File: config.mk
export PLATFORM = sky130hd
export DESIGN_NAME = ccr_main_control
export DESIGN_NICKNAME = d
export VERILOG_FILES = /design/src/hw/ccr_pkg.sv /design/src/hw/ccr_main_control.sv /design/src/hw/ccr_validator.sv
export VERILOG_INCLUDE_DIRS = /design/src /design/src/hw
export SDC_FILE = /design/constraint.sdc
export NUM_CORES = 1
export LEC_CHECK = 0
export BUFFER_PORTS_ARGS = -buffer_cell sky130_fd_sc_hd__clkbuf_2
export CAP_MARGIN = 30
export CORE_AREA = 2 2 100 102
export DETAILED_ROUTE_END_ITERATION = 6
export DIE_AREA = 0 0 102 104
export PLACE_DENSITY = 0.79
export SKIP_CTS_REPAIR_TIMING = 1
export SLEW_MARGIN = 10
export SYNTH_ARGS = -nofsm -noshare
export SYNTH_HDL_FRONTEND = slang
export SYNTH_HIERARCHICAL = 1
export SYNTH_SLANG_ARGS = --single-unit
File: constraint.sdc
create_clock -name mclk -period 3.3 [get_ports mclk]
set_input_delay 0.66 -clock mclk [delete_from_list [all_inputs] [get_ports mclk]]
set_output_delay 0.66 -clock mclk [all_outputs]
set_load 0.01 [all_outputs]
File: src/hw/ccr_consts.svh
// Constants for the transceiver main control register block
`ifndef CCR_CONSTS_SVH
`define CCR_CONSTS_SVH

`define CCR_ADDR_W           4
`define CCR_ADDR_MAIN        4'h4
`define CCR_REG_W            32
`define CCR_RESET_VALUE      32'h1000_0270
`define CCR_CNT_FULL         6'h20

`define CCR_BIT_POWER        31
`define CCR_BIT_DIRECTION    30
`define CCR_BIT_RECCLK       29
`define CCR_BIT_LOCKONLY     28
`define CCR_BIT_AMP          27
`define CCR_BIT_WAKEUP       26
`define CCR_BIT_GAIN         25
`define CCR_BIT_SUPPLY       24
`define CCR_THR_MSB          23
`define CCR_THR_LSB          18
`define CCR_HYS_MSB          17
`define CCR_HYS_LSB          15
`define CCR_LVL_MSB          14
`define CCR_LVL_LSB          12
`define CCR_BIT_TXCODE       11
`define CCR_RXC_MSB          9
`define CCR_RXC_LSB          8
`define CCR_BIT_CRYSTAL      7
`define CCR_BIT_RANGE        6
`define CCR_BIT_POLARITY     5
`define CCR_BIT_SLICER       4
`define CCR_BIT_ADCDISC      1

`endif

File: src/hw/ccr_pkg.sv
// Types for the transceiver main control register block
package ccr_pkg;

	typedef enum logic [2:0] {
		CCR_IDLE,
		CCR_ADDR,
		CCR_RW,
		CCR_WDATA,
		CCR_RDATA,
		CCR_DONE
	} ccr_ser_state_t;

endpackage : ccr_pkg

File: src/hw/ccr_main_control.sv
// Main control register with its serial access port and derived controls
`timescale 1ns/1ps
`include "ccr_consts.svh"
module ccr_main_control #(
	parameter int STRENGTH_W = 6
) (
	input  wire logic                  mclk,
	input  wire logic                  rst,
	input  wire logic                  ce,
	input  wire logic                  ser_enable_n,
	input  wire logic                  ser_clk,
	input  wire logic                  ser_data_in,
	output logic                       ser_data_out,
	output logic                       ser_data_oe,
	input  wire logic                  synth_lock_flag,
	input  wire logic                  recovered_clock_in,
	input  wire logic                  demod_data,
	input  wire logic                  tx_data,
	input  wire logic                  strength_sample,
	input  wire logic [STRENGTH_W-1:0] measured_strength,
	output logic [`CCR_REG_W-1:0]      main_control,
	output logic                       general_power_on,
	output logic                       direction_select,
	output logic                       recovered_clock_enable,
	output logic                       transmit_on_lock_only,
	output logic                       amplifier_enable,
	output logic                       wakeup_enable,
	output logic                       input_gain_select,
	output logic                       supply_measure_select,
	output logic [2:0]                 transmit_level,
	output logic                       transmit_code_select,
	output logic [1:0]                 receive_code_select,
	output logic                       crystal_select,
	output logic                       discriminator_range,
	output logic                       data_polarity,
	output logic                       slicer_reference_select,
	output logic                       adc_discriminator_select,
	output logic                       transmit_allowed,
	output logic                       amplifier_active,
	output logic                       wakeup_active,
	output logic [1:0]                 tx_code_index,
	output logic                       recovered_clock_pin,
	output logic                       radio_data_pin,
	output logic                       data_valid
);

	ccr_pkg::ccr_ser_state_t     state_r;
	ccr_pkg::ccr_ser_state_t     state_nxt;
	logic [`CCR_REG_W-1:0]       main_control_r;
	logic [`CCR_REG_W-1:0]       main_control_nxt;
	logic [`CCR_REG_W-1:0]       shift_r;
	logic [`CCR_REG_W-1:0]       shift_nxt;
	logic [`CCR_ADDR_W-1:0]      addr_r;
	logic [`CCR_ADDR_W-1:0]      addr_nxt;
	logic [5:0]                  cnt_r;
	logic [5:0]                  cnt_nxt;
	logic                        sck_prev_r;
	logic                        out_r;
	logic                        out_nxt;
	logic                        oe_r;
	logic                        oe_nxt;
	logic                        rclk_pin_r;
	logic                        rclk_pin_nxt;
	logic                        data_pin_r;
	logic                        data_pin_nxt;
	logic                        sck_rise;
	logic                        sck_fall;
	logic                        active;
	logic                        own_addr;
	logic                        ctrl_we;
	logic                        strength_valid;

	assign active   = !ser_enable_n;
	assign sck_rise = ser_clk && !sck_prev_r;
	assign sck_fall = !ser_clk && sck_prev_r;
	assign own_addr = (addr_r == `CCR_ADDR_MAIN);

	// Serial access engine
	always_comb begin
		state_nxt = state_r;
		shift_nxt = shift_r;
		addr_nxt  = addr_r;
		cnt_nxt   = cnt_r;
		out_nxt   = out_r;
		oe_nxt    = oe_r;
		ctrl_we   = 1'b0;
		if (!active) begin
			// Partial writes commit on enable release; LSBs kept from the old value
			if (state_r == ccr_pkg::CCR_WDATA && cnt_r != 6'h00 && own_addr)
				ctrl_we = 1'b1;
			state_nxt = ccr_pkg::CCR_IDLE;
			oe_nxt    = 1'b0;
			out_nxt   = 1'b0;
		end else begin
			unique case (state_r)
				ccr_pkg::CCR_IDLE: begin
					state_nxt = ccr_pkg::CCR_ADDR;
					cnt_nxt   = 6'h00;
					addr_nxt  = 4'h0;
				end
				ccr_pkg::CCR_ADDR: begin
					if (sck_rise) begin
						addr_nxt = {addr_r[`CCR_ADDR_W-2:0], ser_data_in};
						cnt_nxt  = cnt_r + 6'h01;
						if (cnt_r == 6'h03)
							state_nxt = ccr_pkg::CCR_RW;
					end
				end
				ccr_pkg::CCR_RW: begin
					if (sck_rise) begin
						cnt_nxt   = 6'h00;
						shift_nxt = main_control_r;
						state_nxt = ser_data_in ? ccr_pkg::CCR_WDATA : ccr_pkg::CCR_RDATA;
					end
				end
				ccr_pkg::CCR_WDATA: begin
					if (sck_rise) begin
						if (cnt_r == `CCR_CNT_FULL) begin
							// First extra edge commits at once; later bits are dropped
							ctrl_we   = own_addr;
							state_nxt = ccr_pkg::CCR_DONE;
						end else begin
							shift_nxt[5'(31 - cnt_r)] = ser_data_in;
							cnt_nxt = cnt_r + 6'h01;
						end
					end
				end
				ccr_pkg::CCR_RDATA: begin
					if (sck_fall) begin
						// Other addresses belong to other registers; leave the pin alone
						oe_nxt  = own_addr;
						out_nxt = (cnt_r < `CCR_CNT_FULL) ? shift_r[5'(31 - cnt_r)] : 1'b0;
						if (cnt_r < `CCR_CNT_FULL)
							cnt_nxt = cnt_r + 6'h01;
					end
				end
				ccr_pkg::CCR_DONE: begin
					state_nxt = ccr_pkg::CCR_DONE;
				end
			endcase
		end
		if (!ce)
			ctrl_we = 1'b0;
	end

	always_comb begin
		main_control_nxt = main_control_r;
		if (ctrl_we)
			main_control_nxt = shift_r;
	end

	always_ff @(posedge mclk or posedge rst) begin
		if (rst) begin
			state_r        <= ccr_pkg::CCR_IDLE;
			shift_r        <= 32'h0000_0000;
			addr_r         <= 4'h0;
			cnt_r          <= 6'h00;
			out_r          <= 1'b0;
			oe_r           <= 1'b0;
			sck_prev_r     <= 1'b0;
			main_control_r <= `CCR_RESET_VALUE;
		end else if (ce) begin
			state_r        <= state_nxt;
			shift_r        <= shift_nxt;
			addr_r         <= addr_nxt;
			cnt_r          <= cnt_nxt;
			out_r          <= out_nxt;
			oe_r           <= oe_nxt;
			sck_prev_r     <= ser_clk;
			main_control_r <= main_control_nxt;
		end
	end

	assign ser_data_out = out_r;
	assign ser_data_oe  = oe_r;

	// Field views of the held register
	assign main_control             = main_control_r;
	assign general_power_on         = main_control_r[`CCR_BIT_POWER];
	assign direction_select         = main_control_r[`CCR_BIT_DIRECTION];
	assign recovered_clock_enable   = main_control_r[`CCR_BIT_RECCLK];
	assign transmit_on_lock_only    = main_control_r[`CCR_BIT_LOCKONLY];
	assign amplifier_enable         = main_control_r[`CCR_BIT_AMP];
	assign wakeup_enable            = main_control_r[`CCR_BIT_WAKEUP];
	assign input_gain_select        = main_control_r[`CCR_BIT_GAIN];
	assign supply_measure_select    = main_control_r[`CCR_BIT_SUPPLY];
	assign transmit_level           = main_control_r[`CCR_LVL_MSB:`CCR_LVL_LSB];
	assign transmit_code_select     = main_control_r[`CCR_BIT_TXCODE];
	assign receive_code_select      = main_control_r[`CCR_RXC_MSB:`CCR_RXC_LSB];
	assign crystal_select           = main_control_r[`CCR_BIT_CRYSTAL];
	assign discriminator_range      = main_control_r[`CCR_BIT_RANGE];
	assign data_polarity            = main_control_r[`CCR_BIT_POLARITY];
	assign slicer_reference_select  = main_control_r[`CCR_BIT_SLICER];
	assign adc_discriminator_select = main_control_r[`CCR_BIT_ADCDISC];

	// Derived controls
	assign transmit_allowed = general_power_on && direction_select
		&& (!transmit_on_lock_only || synth_lock_flag);
	assign amplifier_active = amplifier_enable && general_power_on;
	assign wakeup_active    = wakeup_enable;
	assign tx_code_index    = {transmit_code_select, tx_data};

	// ADC busy on supply keeps the last strength verdict
	assign strength_valid = strength_sample && !supply_measure_select && general_power_on;

	ccr_validator #(
		.STRENGTH_W (STRENGTH_W),
		.HYST_W     (3)
	) u_validator (
		.mclk                (mclk),
		.rst                 (rst),
		.ce                  (ce),
		.sample              (strength_valid),
		.measured_strength   (measured_strength),
		.strength_threshold  (main_control_r[`CCR_THR_MSB:`CCR_THR_LSB]),
		.strength_hysteresis (main_control_r[`CCR_HYS_MSB:`CCR_HYS_LSB]),
		.data_valid          (data_valid)
	);

	always_comb begin
		rclk_pin_nxt = recovered_clock_enable && general_power_on && recovered_clock_in;
		data_pin_nxt = 1'b0;
		if (general_power_on && !direction_select && data_valid)
			data_pin_nxt = data_polarity ? demod_data : !demod_data;
	end

	always_ff @(posedge mclk or posedge rst) begin
		if (rst) begin
			rclk_pin_r <= 1'b0;
			data_pin_r <= 1'b0;
		end else if (ce) begin
			rclk_pin_r <= rclk_pin_nxt;
			data_pin_r <= data_pin_nxt;
		end
	end

	assign recovered_clock_pin = rclk_pin_r;
	assign radio_data_pin      = data_pin_r;

	property p_reset_pattern;
		@(posedge mclk) $fell(rst) |-> main_control_r == `CCR_RESET_VALUE;
	endproperty
	a_reset_pattern: assert property (p_reset_pattern) else $error("Register not at reset pattern");

	property p_hold;
		@(posedge mclk) disable iff (rst) !ctrl_we |=> $stable(main_control_r);
	endproperty
	a_hold: assert property (p_hold) else $error("Register changed without a write");

	property p_power_off;
		@(posedge mclk) disable iff (rst) !general_power_on |-> !transmit_allowed && !amplifier_active;
	endproperty
	a_power_off: assert property (p_power_off) else $error("Activity while powered down");

	property p_tx_direction;
		@(posedge mclk) disable iff (rst) transmit_allowed |-> direction_select;
	endproperty
	a_tx_direction: assert property (p_tx_direction) else $error("Transmit allowed in receive mode");

	property p_lock_gate;
		@(posedge mclk) disable iff (rst) (transmit_allowed && transmit_on_lock_only) |-> synth_lock_flag;
	endproperty
	a_lock_gate: assert property (p_lock_gate) else $error("Transmit while unlocked");

	property p_recclk_off;
		@(posedge mclk) disable iff (rst) (ce && !recovered_clock_enable) |=> !recovered_clock_pin;
	endproperty
	a_recclk_off: assert property (p_recclk_off) else $error("Recovered clock driven while disabled");

	property p_amp;
		@(posedge mclk) disable iff (rst) amplifier_active |-> amplifier_enable && general_power_on;
	endproperty
	a_amp: assert property (p_amp) else $error("Amplifier active without enable and power");

	property p_polarity;
		@(posedge mclk) disable iff (rst) (ce && general_power_on && !direction_select && data_valid)
			|=> radio_data_pin == ($past(data_polarity) ? $past(demod_data) : !$past(demod_data));
	endproperty
	a_polarity: assert property (p_polarity) else $error("Received data polarity wrong");

	property p_write_commit;
		@(posedge mclk) disable iff (rst) ctrl_we |=> main_control_r == $past(shift_r);
	endproperty
	a_write_commit: assert property (p_write_commit) else $error("Committed register differs from shifted word");

	property p_rx_only;
		@(posedge mclk) disable iff (rst) (ce && !(general_power_on && !direction_select)) |=> !radio_data_pin;
	endproperty
	a_rx_only: assert property (p_rx_only) else $error("Data pin driven outside powered receive");

	property p_data_inhibit;
		@(posedge mclk) disable iff (rst) (ce && !data_valid) |=> !radio_data_pin;
	endproperty
	a_data_inhibit: assert property (p_data_inhibit) else $error("Data pin driven while inhibited");

	property p_strength_gate;
		@(posedge mclk) disable iff (rst) (ce && strength_sample && supply_measure_select) |=> $stable(data_valid);
	endproperty
	a_strength_gate: assert property (p_strength_gate) else $error("Validation moved while measuring supply");

	property p_recclk_pass;
		@(posedge mclk) disable iff (rst) (ce && recovered_clock_enable && general_power_on)
			|=> recovered_clock_pin == $past(recovered_clock_in);
	endproperty
	a_recclk_pass: assert property (p_recclk_pass) else $error("Recovered clock not passed to pin");

endmodule : ccr_main_control

File: src/hw/ccr_validator.sv
// Signal strength validation with hysteresis
`timescale 1ns/1ps
module ccr_validator #(
	parameter int STRENGTH_W = 6,
	parameter int HYST_W     = 3
) (
	input  wire logic                  mclk,
	input  wire logic                  rst,
	input  wire logic                  ce,
	input  wire logic                  sample,
	input  wire logic [STRENGTH_W-1:0] measured_strength,
	input  wire logic [STRENGTH_W-1:0] strength_threshold,
	input  wire logic [HYST_W-1:0]     strength_hysteresis,
	output logic                       data_valid
);

	logic              valid_r;
	logic              valid_nxt;
	logic [STRENGTH_W:0] high_level;
	logic [STRENGTH_W:0] meas_plus_hys;
	logic              at_or_above_high;
	logic              below_low;

	assign high_level       = {1'b0, strength_threshold} + (STRENGTH_W+1)'(strength_hysteresis);
	assign meas_plus_hys    = {1'b0, measured_strength} + (STRENGTH_W+1)'(strength_hysteresis);
	assign at_or_above_high = {1'b0, measured_strength} >= high_level;
	// Compared as m + h < t so a negative low level never underflows
	assign below_low        = meas_plus_hys < {1'b0, strength_threshold};

	always_comb begin
		valid_nxt = valid_r;
		if (ce && sample) begin
			if (at_or_above_high)
				valid_nxt = 1'b1;
			else if (below_low)
				valid_nxt = 1'b0;
			else
				valid_nxt = valid_r;
		end
	end

	always_ff @(posedge mclk or posedge rst) begin
		if (rst)
			valid_r <= 1'b0;
		else
			valid_r <= valid_nxt;
	end

	assign data_valid = valid_r;

	property p_validate_high;
		@(posedge mclk) disable iff (rst) (ce && sample && at_or_above_high) |=> valid_r;
	endproperty
	a_validate_high: assert property (p_validate_high) else $error("Strength above high level not validated");

	property p_inhibit_low;
		@(posedge mclk) disable iff (rst) (ce && sample && below_low) |=> !valid_r;
	endproperty
	a_inhibit_low: assert property (p_inhibit_low) else $error("Strength below low level not inhibited");

	property p_hold_between;
		@(posedge mclk) disable iff (rst) (!(ce && sample) || (!at_or_above_high && !below_low)) |=> $stable(valid_r);
	endproperty
	a_hold_between: assert property (p_hold_between) else $error("Validation changed inside hysteresis band");

endmodule : ccr_validator

==> flow_metrics.tcl <==
set metrics [dict create \
    crit_fanout 5 \
    cp-start-kind "register" \
    synthesis.area_um2 5360 \
    rsz0062_at_grt "false" \
    drc_errors 1 \
    synth_enable_flop_cells 0 \
    route.met2.wl_um 5760 \
    p_clk_frac 0.252 \
    diodes 0 \
    htree_levels 3 \
    p_int_w 0.00205 \
    fin_skew_ps 12.0 \
    finalCriticalPeriod_ps 2630 \
    layout_common_cells "nand2_1, dfrtp_1, clkbuf_2" \
    cts-buffers-inserted 9 \
    clock-sinks 83 \
    wirelength_um 12600 \
    ys_ff_latch 83 \
    clock_tree.root_cell "clkbuf_8" \
    clockBufferDepth 2 \
    dp_hpwl_um 8650 \
    cp.required_ps 3540 \
    start_util 0.561 \
    violations "DRC" \
    finalSetupTns_ps 0 \
    antenna_found_initial 0 \
    power_frac_seq 0.452 \
    crit_type "register to register" \
    net-switching-power_w 0.00117 \
    grt_pass1_vias 4112 \
    max_freq_ghz 0.380 \
    crit_path_end_kind "register" \
    detail_route.wl_per_cell_um 17.2 \
    fp.dieW_um 102 \
    yosysWarningCount 6 \
    cts_tree "yes" \
    grtUsageTotal 0.249 \
    switching_share 0.364 \
    fin_crit_sh 0.797 \
    final_common_cell "nand2_1" \
    reg2reg_depth 10 \
    drt-met1-wl_um 5720 \
    dr.pass1.iters 7 \
    multiInputGateArea_um2 2840 \
    detail-route-antenna-nets 0 \
    ys_async_sr_fraction 1.00 \
    worst_pin_slew_ps 715 \
    dp.cells 716 \
    instances_no_fill 732 \
    num_rows 36 \
    path_cells "ha_1 > fa_1 > a21oi_1 > nor2_1 > xnor2_1 > ha_1 > o21a_1 > nor2_1 > nor3_1 > a211o_1" \
    clkTransAtPathRegs_ps 90 \
    clkLatencyLatePin_ps 360 \
    grt_pass1_wl_um 20900 \
    layout-drive-gt1-share 0.265 \
    synth_flop_cell "dfrtp_1" \
    synth_cell_types 65 \
    vias 4288 \
    ys_seq_area_frac 0.389 \
    drt-initial-drc-count 450 \
    globalRouteOverflowTotal 0 \
    gp_congestion 0.862 \
    crit_buf_inv 0 \
    hold_path_class "input pin to async pin" \
    synth_cells 559 \
    slew_viol_final 0 \
    final_nets 634 \
    path_depth 10 \
    cp.arrival_ps 2880 \
    comb_power_share 0.296 \
    fillers 841 \
    outcome "finished, violations left" \
    relSlewSlack 0.523 \
    port_buffers 75 \
    synth_fp_nets 599 \
    die-area_um2 10600 \
    highest_layer "met4" \
    cp_slowest_stage_delay_ps 460 \
    power_w 0.00322 \
    wl_met3_um 778 \
    core_area_um2 9550 \
    via_per_inst 5.86 \
    hold_viol_final 0 \
    r2r_slack_ps 670 \
    ir_worst_vdd_v 0.000268 \
    path_delay_family "adder cells" \
    powerDensity_nw_per_um2 552 \
    ioPinCount 78 \
    maxCapViolations 0 \
    area_delta_synth_final_pct 8.80 \
    p_leak_nw 2.61 \
    avgSynthCellArea_um2 9.59 \
    grt_max_degree 70 \
    die_h_um 104 \
    setup_viol 0 \
    slowest_stage "dfrtp_1" \
    ff_latch_area_um2 2080 \
]
through the flow:
stage                     area, um2  hold WS (ps)  utilization  worst slack, ps
after floorplan                5360           389            -              540
after global placement         5610           481        0.588              642
after detailed placement       5610           487        0.588              508
after CTS                      5830           119        0.611              680
after global routing           5830           118        0.611              569
final                          5830           130        0.611              669
Yosys cell counts, types with 3 or more instances:
cell type | n | area [um2]
o22ai_1 | 36 | 225
mux2_1 | 3 | 33.8
nor3_1 | 8 | 40.0
a21o_1 | 7 | 52.6
mux2_4 | 30 | 450
nand3_1 | 6 | 30.0
mux2_2 | 6 | 67.6
nand4_1 | 3 | 18.8
nor2b_1 | 5 | 31.3
nor2_1 | 12 | 45.0
nor3b_1 | 4 | 30.0
o21ai_0 | 11 | 55.1
xnor2_1 | 6 | 52.6
nand2b_1 | 12 | 75.1
xor2_1 | 4 | 35.0
inv_1 | 16 | 60.1
a31oi_1 | 3 | 18.8
dfstp_2 | 5 | 131
a22o_1 | 6 | 52.6
buf_4 | 23 | 173
o21ai_1 | 4 | 20.0
mux2i_1 | 10 | 100
and3_1 | 4 | 25.0
dfrtp_1 | 78 | 1950
a21oi_1 | 68 | 340
or2_2 | 3 | 18.8
buf_2 | 9 | 45.0
nand2_1 | 85 | 319
buf_12 | 3 | 60.1
ha_1 | 21 | 263
clkbuf_1 | 24 | 90.1
flip-flops by register name, indices dropped and copies added, names as in the netlist, 3 cells and up:
register	count
main_control	32
state_r	3
addr_r	4
cnt_r	6
shift_r	32
worst paths after layout:
path | from | to
worst max-delay path | main_control[15] | u_validator/data_valid
max in group asynchronous | rst | main_control[28]
min in group mclk | ser_data_out | ser_data_out
worst max register to register | main_control[15] | u_validator/data_valid
worst min register to register | ser_data_out | ser_data_out
worst min-delay path | rst | u_validator/data_valid
metal layers:
| layer | vias up | GRT usage |
|---|---|---|
| met5 | - | 0 |
| met4 | 0 | 0.107 |
| met3 | 27 | 0.0410 |
| met2 | 187 | 0.367 |
| met1 | 2033 | 0.361 |
| li1 | 2041 | - |
final cells by class:
cell class	count	area share
clock buffer	11	0.0242
clock inverter	5	0.0133
inverter	18	0.0118
multi-input combinational	398	0.487
sequential	83	0.357
tap	133	0.0285
timing repair buffer	84	0.0781
power by group through the flow:
stage / combinational [W] / clock, W / sequential [W]
detailed placement: 0.000939 / 0 / 0.00147
global route: 0.00106 / 0.000853 / 0.00149
finish: 0.000953 / 0.000813 / 0.00146
global placement: 0.000912 / 0 / 0.00145
CTS: 0.000946 / 0.000820 / 0.00145
floorplan: 0.000770 / 0 / 0.00136
cell families (layout without fill, tap and decap cells):
| group | after synthesis | in the layout | share of synthesized area |
|---|---|---|---|
| fa+ha+maj | 23 | 23 | 0.0565 |
| mux | 50 | 50 | 0.126 |
| xor+xnor | 10 | 10 | 0.0163 |
| simple gates | 161 | 161 | 0.153 |
| buf+inv | 78 | 118 | 0.0834 |
| compound gates | 154 | 154 | 0.176 |
| flops | 83 | 83 | 0.389 |
No activity file was read; power rests on OpenSTA's default activity.
